**src/logic/pbw_pkg.sv**
```systemverilog
// package: register map, field positions and burst decoders
package pbw_pkg;
  localparam int COL_W = 8;
  localparam int ADDR_W = 8;
  localparam logic [7:0] CFG_OFF = 8'h00;
  localparam logic [7:0] CMD_OFF = 8'h04;
  localparam logic [7:0] STAT_OFF = 8'h08;
  localparam logic [7:0] WCNT_OFF = 8'h0C;
  localparam logic [7:0] SCNT_OFF = 8'h10;
  localparam logic [15:0] CFG_RESET = 16'h9D1F;
  localparam logic [15:0] CFG_WMASK = 16'hFD3F;
  localparam int BL_LO = 0;
  localparam int WRAP_BIT = 3;
  localparam int DRV_LO = 4;
  localparam int WCFG_BIT = 8;
  localparam int POL_BIT = 10;
  localparam int CMD_DIR_BIT = 8;
  localparam logic [1:0] DRV_RSVD = 2'h3;
  localparam logic [2:0] BL4 = 3'h1;
  localparam logic [2:0] BL8 = 3'h2;
  localparam logic [2:0] BL16 = 3'h3;
  localparam logic [2:0] BL32 = 3'h4;

  // words per burst; zero means run to the end of the row
  function automatic logic [5:0] pbw_bl_words(input logic [2:0] code);
    case (code)
      BL4: return 6'h04;
      BL8: return 6'h08;
      BL16: return 6'h10;
      BL32: return 6'h20;
      default: return 6'h00;
    endcase
  endfunction
endpackage

```
**src/logic/pbw_seq_if.sv**
```systemverilog
// interface: sequencer, wait timing and control between modules
`timescale 1ns/1ps
interface pbw_seq_if #(parameter int COL_W = 8)
(
  input wire logic pclk,
  input wire logic presetn
);
  logic start;
  logic [COL_W-1:0] start_col;
  logic [2:0] bl_code;
  logic nowrap;
  logic stall;
  logic issue;
  logic busy;
  logic [COL_W-1:0] col;
  logic wcfg;
  logic pol;
  logic word_valid;
  logic [COL_W-1:0] word_col;
  logic wait_pin;
  modport seq (input pclk, presetn, start, start_col, bl_code, nowrap,
    stall, output issue, busy, col);
  modport tmg (input pclk, presetn, issue, col, wcfg, pol,
    output word_valid, word_col, wait_pin);
  modport ctl (output start, start_col, bl_code, nowrap, stall, wcfg,
    pol, input issue, busy, col, word_valid, word_col, wait_pin);
endinterface

```
**src/logic/pbw_burst_seq.sv**
```systemverilog
// burst word-order generator: wrapping or linear to row end
`timescale 1ns/1ps
module pbw_burst_seq #(parameter int COL_W = 8)
(
  pbw_seq_if.seq sif
);
  import pbw_pkg::*;
  localparam int CNT_W = COL_W + 1;
  if (COL_W < 5)
  begin : g_bad_width
    $error("pbw_burst_seq: row too short for 32-word bursts");
  end
  typedef struct packed {
    logic busy;
    logic lin;
    logic [COL_W-1:0] mask;
    logic [COL_W-1:0] col;
    logic [CNT_W-1:0] left;
  } pbw_seq_st_t;
  pbw_seq_st_t s;
  pbw_seq_st_t next_s;
  logic [CNT_W-1:0] words;
  logic [CNT_W-1:0] row_left;

  // burst mode is latched at start, so a config write mid-burst is safe
  always_comb
  begin
    words = CNT_W'(pbw_bl_words(sif.bl_code));
    row_left = CNT_W'(2 ** COL_W) - {1'b0, sif.start_col};
    next_s = s;
    if (s.busy && !sif.stall)
    begin
      if (s.lin)
        next_s.col = s.col + 1'b1;
      else
        next_s.col = (s.col & ~s.mask) | ((s.col + 1'b1) & s.mask);
      next_s.left = s.left - 1'b1;
      next_s.busy = (s.left != CNT_W'(1));
    end
    else if (!s.busy && sif.start)
    begin
      next_s.busy = 1'b1;
      next_s.col = sif.start_col;
      next_s.lin = sif.nowrap || (words == '0);
      next_s.mask = COL_W'(words - 1'b1);
      if (words == '0 || (sif.nowrap && row_left < words))
        next_s.left = row_left;
      else
        next_s.left = words;
    end
  end

  always_ff @(posedge sif.pclk or negedge sif.presetn)
  begin
    if (!sif.presetn)
      s <= '0;
    else
      s <= next_s;
  end

  assign sif.issue = s.busy & ~sif.stall;
  assign sif.busy = s.busy;
  assign sif.col = s.col;
endmodule

```
**src/logic/pbw_wait_tmg.sv**
```systemverilog
// data-valid pipeline and wait pin timing and polarity
`timescale 1ns/1ps
module pbw_wait_tmg #(parameter int COL_W = 8)
(
  pbw_seq_if.tmg tif
);
  typedef struct packed {
    logic p_valid;
    logic [COL_W-1:0] p_col;
    logic w_valid;
    logic [COL_W-1:0] w_col;
    logic wait_pin;
  } pbw_tmg_st_t;
  localparam pbw_tmg_st_t TMG_RST = '{wait_pin: 1'b1, default: '0};
  pbw_tmg_st_t s;
  pbw_tmg_st_t next_s;
  logic asrt;

  // one staging register gives the early wait its clock of lead
  always_comb
  begin
    next_s.p_valid = tif.issue;
    next_s.p_col = tif.col;
    next_s.w_valid = s.p_valid;
    next_s.w_col = s.p_col;
    asrt = tif.wcfg ? !tif.issue : !s.p_valid;
    next_s.wait_pin = tif.pol ? asrt : !asrt;
  end

  always_ff @(posedge tif.pclk or negedge tif.presetn)
  begin
    if (!tif.presetn)
      s <= TMG_RST;
    else
      s <= next_s;
  end

  assign tif.word_valid = s.w_valid;
  assign tif.word_col = s.w_col;
  assign tif.wait_pin = s.wait_pin;
endmodule

```
**src/logic/pbw_burst_wait_ctrl.sv**
```systemverilog
// top: apb registers, refresh sync, burst sequencer and wait timing
//
// Behaviour
// - wrap mode cycles addresses inside the aligned burst-length block
// - no-wrap mode steps linearly for the burst length, stopping early at the row's last word
// - wrap control comes up as no-wrap after reset
// - drive field: 00 full, 01 half, 10 quarter; 11 never taken
// - drive field comes up as half drive after reset
// - wait clear: wait changes at the same edge as data goes valid/invalid
// - wait set: wait changes one full clock before data does
// - wait timing comes up in the one-clock-early setting
// - a polarity bit picks whether asserted wait is high or low
// - wait polarity comes up active high
// - polarity 0 means active low, polarity 1 means active high
// - wrap and length act identically for read and write bursts
//
// Implementation choices: the APB slave port and the register offsets.
`timescale 1ns/1ps
module pbw_burst_wait_ctrl #(parameter int COL_W = pbw_pkg::COL_W)
(
  input wire logic pclk,
  input wire logic presetn,
  input wire logic psel,
  input wire logic penable,
  input wire logic pwrite,
  input wire logic [pbw_pkg::ADDR_W-1:0] paddr,
  input wire logic [31:0] pwdata,
  output logic [31:0] prdata,
  output logic pready,
  output logic pslverr,
  input wire logic refresh_hold,
  output logic wait_pin,
  output logic word_valid,
  output logic [COL_W-1:0] word_col,
  output logic burst_write,
  output logic [1:0] drive_sel
);
  import pbw_pkg::*;

  if (COL_W < 5 || COL_W > 24)
  begin : g_bad_width
    $error("pbw_burst_wait_ctrl: COL_W must lie in 5..24");
  end

  typedef struct packed {
    logic [15:0] cfg;
    logic [1:0] sync;
    logic start;
    logic [COL_W-1:0] start_col;
    logic dir;
    logic pready;
    logic pslverr;
    logic [31:0] prdata;
    logic [15:0] wcnt;
    logic [15:0] scnt;
  } pbw_top_st_t;
  localparam pbw_top_st_t TOP_RST = '{cfg: CFG_RESET, default: '0};

  pbw_top_st_t s;
  pbw_top_st_t next_s;
  logic setup;
  logic acc;
  logic [4:0] sel;
  logic [15:0] new_cfg;
  logic [31:0] stat;
  logic stall_ev;

  pbw_seq_if #(.COL_W(COL_W)) sif (
    .pclk(pclk),
    .presetn(presetn)
  );

  pbw_burst_seq #(.COL_W(COL_W)) u_seq (
    .sif(sif)
  );

  pbw_wait_tmg #(.COL_W(COL_W)) u_tmg (
    .tif(sif)
  );

  // one-hot register select; unmapped gives all zeros
  function automatic logic [4:0] reg_dec(
    input logic [ADDR_W-1:0] a
  );
    case (a)
      CFG_OFF: return 5'h01;
      CMD_OFF: return 5'h02;
      STAT_OFF: return 5'h04;
      WCNT_OFF: return 5'h08;
      SCNT_OFF: return 5'h10;
      default: return 5'h00;
    endcase
  endfunction

  // sequencer and timing see the live config, start fields from command
  assign sif.start = s.start;
  assign sif.start_col = s.start_col;
  assign sif.bl_code = s.cfg[BL_LO +: 3];
  assign sif.nowrap = s.cfg[WRAP_BIT];
  assign sif.stall = s.sync[1];
  assign sif.wcfg = s.cfg[WCFG_BIT];
  assign sif.pol = s.cfg[POL_BIT];

  always_comb
  begin
    setup = psel && !penable;
    acc = psel && penable && s.pready;
    sel = reg_dec(paddr);
    stall_ev = sif.busy && s.sync[1];
    stat = '0;
    stat[0] = sif.busy;
    stat[1] = s.dir;
    stat[2] = s.sync[1];
    stat[3] = sif.word_valid;
    stat[8 +: COL_W] = sif.col;
    new_cfg = (s.cfg & ~CFG_WMASK) | (pwdata[15:0] & CFG_WMASK);
    // a reserved drive code leaves the old strength in place
    if (new_cfg[DRV_LO +: 2] == DRV_RSVD)
      new_cfg[DRV_LO +: 2] = s.cfg[DRV_LO +: 2];
    next_s = s;
    // refresh collision pin is asynchronous to pclk
    next_s.sync = {s.sync[0], refresh_hold};
    next_s.start = 1'b0;
    // word and stall counters; an event in the clearing cycle still counts
    next_s.wcnt = s.wcnt + {15'h0000, sif.word_valid};
    next_s.scnt = s.scnt + {15'h0000, stall_ev};
    if (setup)
    begin
      next_s.pready = 1'b1;
      next_s.pslverr = (sel == 5'h00);
      next_s.prdata = '0;
      if (!pwrite)
      begin
        unique case (1'b1)
          sel[0]: next_s.prdata = {16'h0000, s.cfg};
          sel[2]: next_s.prdata = stat;
          sel[3]: next_s.prdata = {16'h0000, s.wcnt};
          sel[4]: next_s.prdata = {16'h0000, s.scnt};
          default: next_s.prdata = '0;
        endcase
      end
    end
    if (acc)
    begin
      next_s.pready = 1'b0;
      if (pwrite)
      begin
        if (sel[0])
          next_s.cfg = new_cfg;
        // a command while a burst runs is dropped without error
        if (sel[1] && !sif.busy && !s.start)
        begin
          next_s.start = 1'b1;
          next_s.start_col = pwdata[COL_W-1:0];
          next_s.dir = pwdata[CMD_DIR_BIT];
        end
        if (sel[3])
          next_s.wcnt = {15'h0000, sif.word_valid};
        if (sel[4])
          next_s.scnt = {15'h0000, stall_ev};
      end
    end
  end

  // reset value brings no-wrap, half drive, early wait, active-high wait
  always_ff @(posedge pclk or negedge presetn)
  begin
    if (!presetn)
      s <= TOP_RST;
    else
      s <= next_s;
  end

  assign prdata = s.prdata;
  assign pready = s.pready;
  assign pslverr = s.pslverr;
  assign wait_pin = sif.wait_pin;
  assign word_valid = sif.word_valid;
  assign word_col = sif.word_col;
  assign burst_write = s.dir;
  assign drive_sel = s.cfg[DRV_LO +: 2];
endmodule

```
**config.mk**
```make
export PLATFORM = sky130hd
export DESIGN_NAME = pbw_burst_wait_ctrl
export DESIGN_NICKNAME = d
export VERILOG_FILES = /design/src/logic/pbw_pkg.sv /design/src/logic/pbw_seq_if.sv /design/src/logic/pbw_burst_seq.sv /design/src/logic/pbw_wait_tmg.sv /design/src/logic/pbw_burst_wait_ctrl.sv
export SDC_FILE = /design/constraint.sdc
export NUM_CORES = 1
export LEC_CHECK = 0
export BUFFER_PORTS_ARGS = -buffer_cell sky130_fd_sc_hd__buf_2
export CAP_MARGIN = 25
export CORE_ASPECT_RATIO = 1.5
export CORE_MARGIN = 2
export CORE_UTILIZATION = 41
export DETAILED_ROUTE_END_ITERATION = 7
export PLACE_DENSITY = 0.73
export SLEW_MARGIN = 40
export SYNTH_ARGS = -nofsm -noshare
export SYNTH_HDL_FRONTEND = slang
export SYNTH_SLANG_ARGS = --single-unit
```
**constraint.sdc**
```tcl
create_clock -name pclk -period 3.1 [get_ports pclk]
set_input_delay 0.62 -clock pclk [delete_from_list [all_inputs] [get_ports pclk]]
set_output_delay 0.62 -clock pclk [all_outputs]
set_load 0.005 [all_outputs]
```
; ---- Word level (Yosys, flattened, before mapping)
; Cells that the tools add are included.
[word_totals]
input_bits = 46
output_inout_bits = 47
elab_cells = 93
register_bits = 140
[classes]
n_reduce_logical = 27
n_bitwise = 9
addsub = 6
n_mux = 19
magnitude_cmp = 1
eq_ne = 10
[op_table]
columns = op, count
row1 = $mux 32, 2
row2 = $pmux 16 s4, 1
row3 = $mux 16, 3
row4 = $mux 34, 1
row5 = $add 16x1->16, 2
row6 = $mux 27, 1
row7 = $pmux 5 s5, 1
row8 = $pmux 6 s4, 1
row9 = $mux 10, 2
row10 = $mux 17, 1
row11 = $and 8x8->8, 2
row12 = $eq 8x4->1 const B, 2
row13 = $or 10x16->16, 1
row14 = $mux 11, 1
row15 = $logic_and 1x1->1, 9
row16 = $lt 9x6->1, 1
row17 = $mux 9, 1
row18 = $ne 9x1->1 const B, 1
row19 = $sub 9x1->9 const B, 1
row20 = $sub 9x8->9 const A, 1
row21 = $add 8x1->8 const B, 1
row22 = $eq 8x3->1 const B, 1
row23 = $eq 8x5->1 const B, 1
row24 = $logic_not 8->1, 1
row25 = 19 further kinds, 33

; ---- Depth between registers and ports, before layout
[depth]
depth_word = 8
depth_mapped = 11
mapped_depth_nobuf = 11

; ---- Modules after synthesis
; From an unflattened synthesis, not the netlist that was laid out.
[hier_totals]
hier_cells = 594
hier_area_um2 = 6258.5
[by_module_without_submodules]
columns = module, area_each_um2, n_inst, seq_area_each_um2, cells_each
row1 = pbw_burst_wait_ctrl, 3982.6, 1, 1889.3, 368
row2 = pbw_burst_seq, 1780.5, 1, 625.6, 205
row3 = pbw_wait_tmg, 495.5, 1, 476.7, 21

; ---- Worst setup path before layout
; No wires, ideal clock.
[synth_path]
path_kind = reg2reg
startpoint = register s (netlist bit sif.start_col[2])
endpoint = register u_seq.s[6] (netlist name)
stages_incl_launch_ff = 10
t_arrival_ns = 2.355
synth_period_minus_slack_ns = 2.420
n_path_buf = 0
setup_ns = 0.065
setup_slack_ns = 0.680
t_required_ns = 3.035
path_cell_list = dfrtp_1 > nor3_1 > nand2_1 > xor2_1 > ha_1 > o2111ai_1 > and3_1 > a21oi_4 > or4_1 > nand2_1
[synth_between]
elab_chain_len = 7
[synth_lines]
columns = item, line
row1 = start: declaration, pbw_burst_wait_ctrl.sv:59  ; pbw_top_st_t s;
row2 = start signal: assignment, pbw_burst_wait_ctrl.sv:171  ; s <= next_s;
row3 = $sub 9x8->9 (*), pbw_burst_seq.sv:29  ; row_left = CNT_W'(2 ** COL_W) - {1'b0, sif.start_col};
row4 = $lt 9x6->1, pbw_burst_seq.sv:46  ; if (words == '0 || (sif.nowrap && row_left < words))
row5 = $logic_and 1x1->1, pbw_burst_seq.sv:46
row6 = $logic_or 1x1->1, pbw_burst_seq.sv:46
row7 = $mux 9 (*), pbw_burst_seq.sv:46
row8 = $mux 27 (*), pbw_burst_seq.sv:40  ; else if (!s.busy && sif.start)
row9 = $mux 17 (*), pbw_burst_seq.sv:31  ; if (s.busy && !sif.stall)
row10 = end signal: assignment, pbw_burst_seq.sv:58  ; s <= next_s;
row11 = end: declaration, pbw_burst_seq.sv:20  ; pbw_seq_st_t s;
; Every way passes the cells marked *; elsewhere a longest branch is shown, timed or not. The select of a mux whose other input is x is not followed.
; A chain may end at the register's enable or synchronous reset.

; ---- Worst setup path after layout
[layout_path]
startpoint = register s (netlist bit sif.start_col[0])
endpoint = register u_seq.s[6] (netlist name)
; Same word-level chain as after synthesis.

==> reports/qor.csv <==
metric;value;unit
hold_ws;130.3;ps
gr usage total;19.19;%
Mean Syn Cell Area;10.56;um2
Die Footprint;15560;um2
Post-CTS Resized;0;
cell count after synthesis;565;
IO Count;93;
yosys warns;0;
via count;4405;
routability congestion estimate;0.9318;
top cell type's share of synthesized area;45.28;%
setup repair bufs after CTS;0;
Root Buffer;clkbuf_16;
worst slew pin tran;583.0;ps
initial antenna violation count;0;
clock sinks;119;
# rows;54;
Non-Filler Instances;822;
endpoints failing hold;0;
sequential share of the synthesized area;50.13;%
Mapped Area;5968;um2
Port-buffer cells;59;
most common cell in the netlist;dfrtp_1;
CTS buffer count;17;
register-to-register setup slack;520;ps
Area Overhead vs Synth;15.79;%
remaining global-route overflow;0;
Post-Place Cells;790;
Die W;102.5;um
Clock Latency Late Sink;420;ps
CP Capture Type;flop;
CP required;3450;ps
crit path kind;reg -> reg;
H-tree Lvls;4;
initial core utilization;41.47;%
top cells by area, synth;dfrtp_1 (45%), dfstp_2 (4.8%), nand2_1 (4.8%), buf_4 (4.5%), xor2_1 (3.1%);
Static Leak;3.098;nW
final WL;14.00;mm
CP max FO;9;
Tot Pwr;3.874;mW
Layout Nets;672;
unrepaired setup endpoints after global routing;false;
number of enable flip-flop cells after synthesis;0;
total negative slack;0;ps
FFs w/ async S/R, synth;100.0;%
design area;6910;um2
Netlist cell types;67;
largest net degree at the start of global routing;48;
Worst-path clk slew;60;ps
DR iter-0 viols;322;
pwr dens;560.6;nW/um2
ANT nets after route;0;
hold bufs inserted after CTS;0;
Final setup viols;0;
Synth area leader;dfrtp_1;
Remaining DRCs;0;
Max Cap Viol;0;
Die H;151.8;um
routed len/inst;17.03;um
startpoint types;flop;
number of synthesized register bits;119;
filler cell count;1292;
dpl cell area;6299;um2
worst hold path type;in -> async;
arrival time worst endpoint;2940;ps
status;complete, no violations;
layout cells sized above 1;23.48;%
number of global-route vias before repair;4619;
Final period util;83.38;%
Final HPWL DP;10.12;mm
routed vias/inst;5.359;
clk buf depth;2;
final setup skew;5.445;ps
Top FF cell, synth;dfrtp_1;
CTS tree;built;
Tmin final;2585;ps
FMAX;0.3869;GHz
commonest cells in the netlist;dfrtp_1 (108), nand2_1 (77), nor2_1 (47);
first drt pass iteration count;5;
# diodes;0;
first-pass GRT wire length;22.85;mm
VDD IR max;0.0004307;V
Slew headroom;60.72;%
Final Slew Violations;0;
core area;14390;um2
==> state kept, by name, summed over array words and instances, names as in the netlist, 2 cells and up <==
signal,flops
u_tmg.tif.word_col,8
u_seq.s,16
s,44
u_tmg.next_s,9
drive_sel,2
u_seq.sif.col,8
prdata,16
sif.start_col,8
==> report_power, final <==
group | internal, mW | switching, mW | total (mW)
clock network | 1.29 | 0.746 | 2.04
logic | 0.0845 | 0.121 | 0.206
registers | 1.59 | 0.0393 | 1.63
==> cells in the final DEF (no fill, tap or decap), drive strengths merged, types with 3 or more instances in the layout <==
cell,n
a21oi,9
a22oi,16
and2,5
and3,14
buf,72
bufinv,3
clkbuf,18
clkinv,4
clkinvlp,5
conb,16
dfrtp,108
dfstp,11
ha,13
inv,15
mux2,15
mux2i,15
nand2,77
nand2b,9
nand3,18
nand4,4
nor2,48
nor2b,6
nor3,4
nor3b,5
nor4,5
o211ai,5
o21ai,24
o221ai,13
o311ai,3
xnor2,15
xor2,21
==> critical path: stages, from the launching register on <==
cell,delay [ps]
dfrtp_1,370
inv_1,130
ha_1,200
nand2b_1,170
nor2_1,160
xnor2_1,160
ha_1,280
o2111ai_1,80
and3_1,260
a21oi_4,120
or4_1,520
nand2_1,70
==> through the flow <==
| step | util [%] | setup WS, ps |
|---|---|---|
| floorplan | - | 680.1 |
| global placement | 43.77 | 653.8 |
| detailed placement | 43.77 | 579.2 |
| CTS | 48.02 | 544.0 |
| global route | 48.02 | 425.0 |
| finish | 48.02 | 515.4 |
==> path summary, 6_finish.rpt <==
kind	from	end	cells after the start
setup / recovery	sif.start_col[0]	u_seq.s[6]	11
min in group pclk	refresh_hold	next_s[77]	1
hold / removal	presetn	s[21]	1
max in group asynchronous	presetn	drive_sel[0]	2
hold reg to reg	u_tmg.next_s[6]	u_tmg.tif.word_col[5]	0
setup reg to reg	sif.start_col[0]	u_seq.s[6]	11
==> kinds of logic after synthesis <==
| family | count (synthesis) | synth area share, % |
|---|---|---|
| muxes | 30 | 5.723 |
| and+or+nand+nor | 205 | 16.94 |
| other | 1 | 0.06283 |
| xor gates and xnor gates | 36 | 5.283 |
| DFF | 119 | 50.13 |
| adders and majority gates | 13 | 2.725 |
| buffers and inverters | 71 | 7.170 |
| AOI/OAI and AO/OA | 90 | 11.97 |
==> cell type report <==
type	instances	area (um2)	area share, %
inverter	13	48.80	0.7061
sequential	119	2992	43.29
clock buffer	18	439.2	6.355
clock inverter	14	172.7	2.499
multi-input combinational	390	2605	37.70
tap	196	245.2	3.549
timing repair buffer	72	407.9	5.903
==> layer usage <==
metal  vias up  track usage (%)  routed length, um
met5         -                0                  0
met4         0            9.133                499
met3        34            5.229                501
met2       113            34.48               7739
met1      2220            20.44               5256
li1       2038                -                  -
Power figures use the tool's default switching activity.
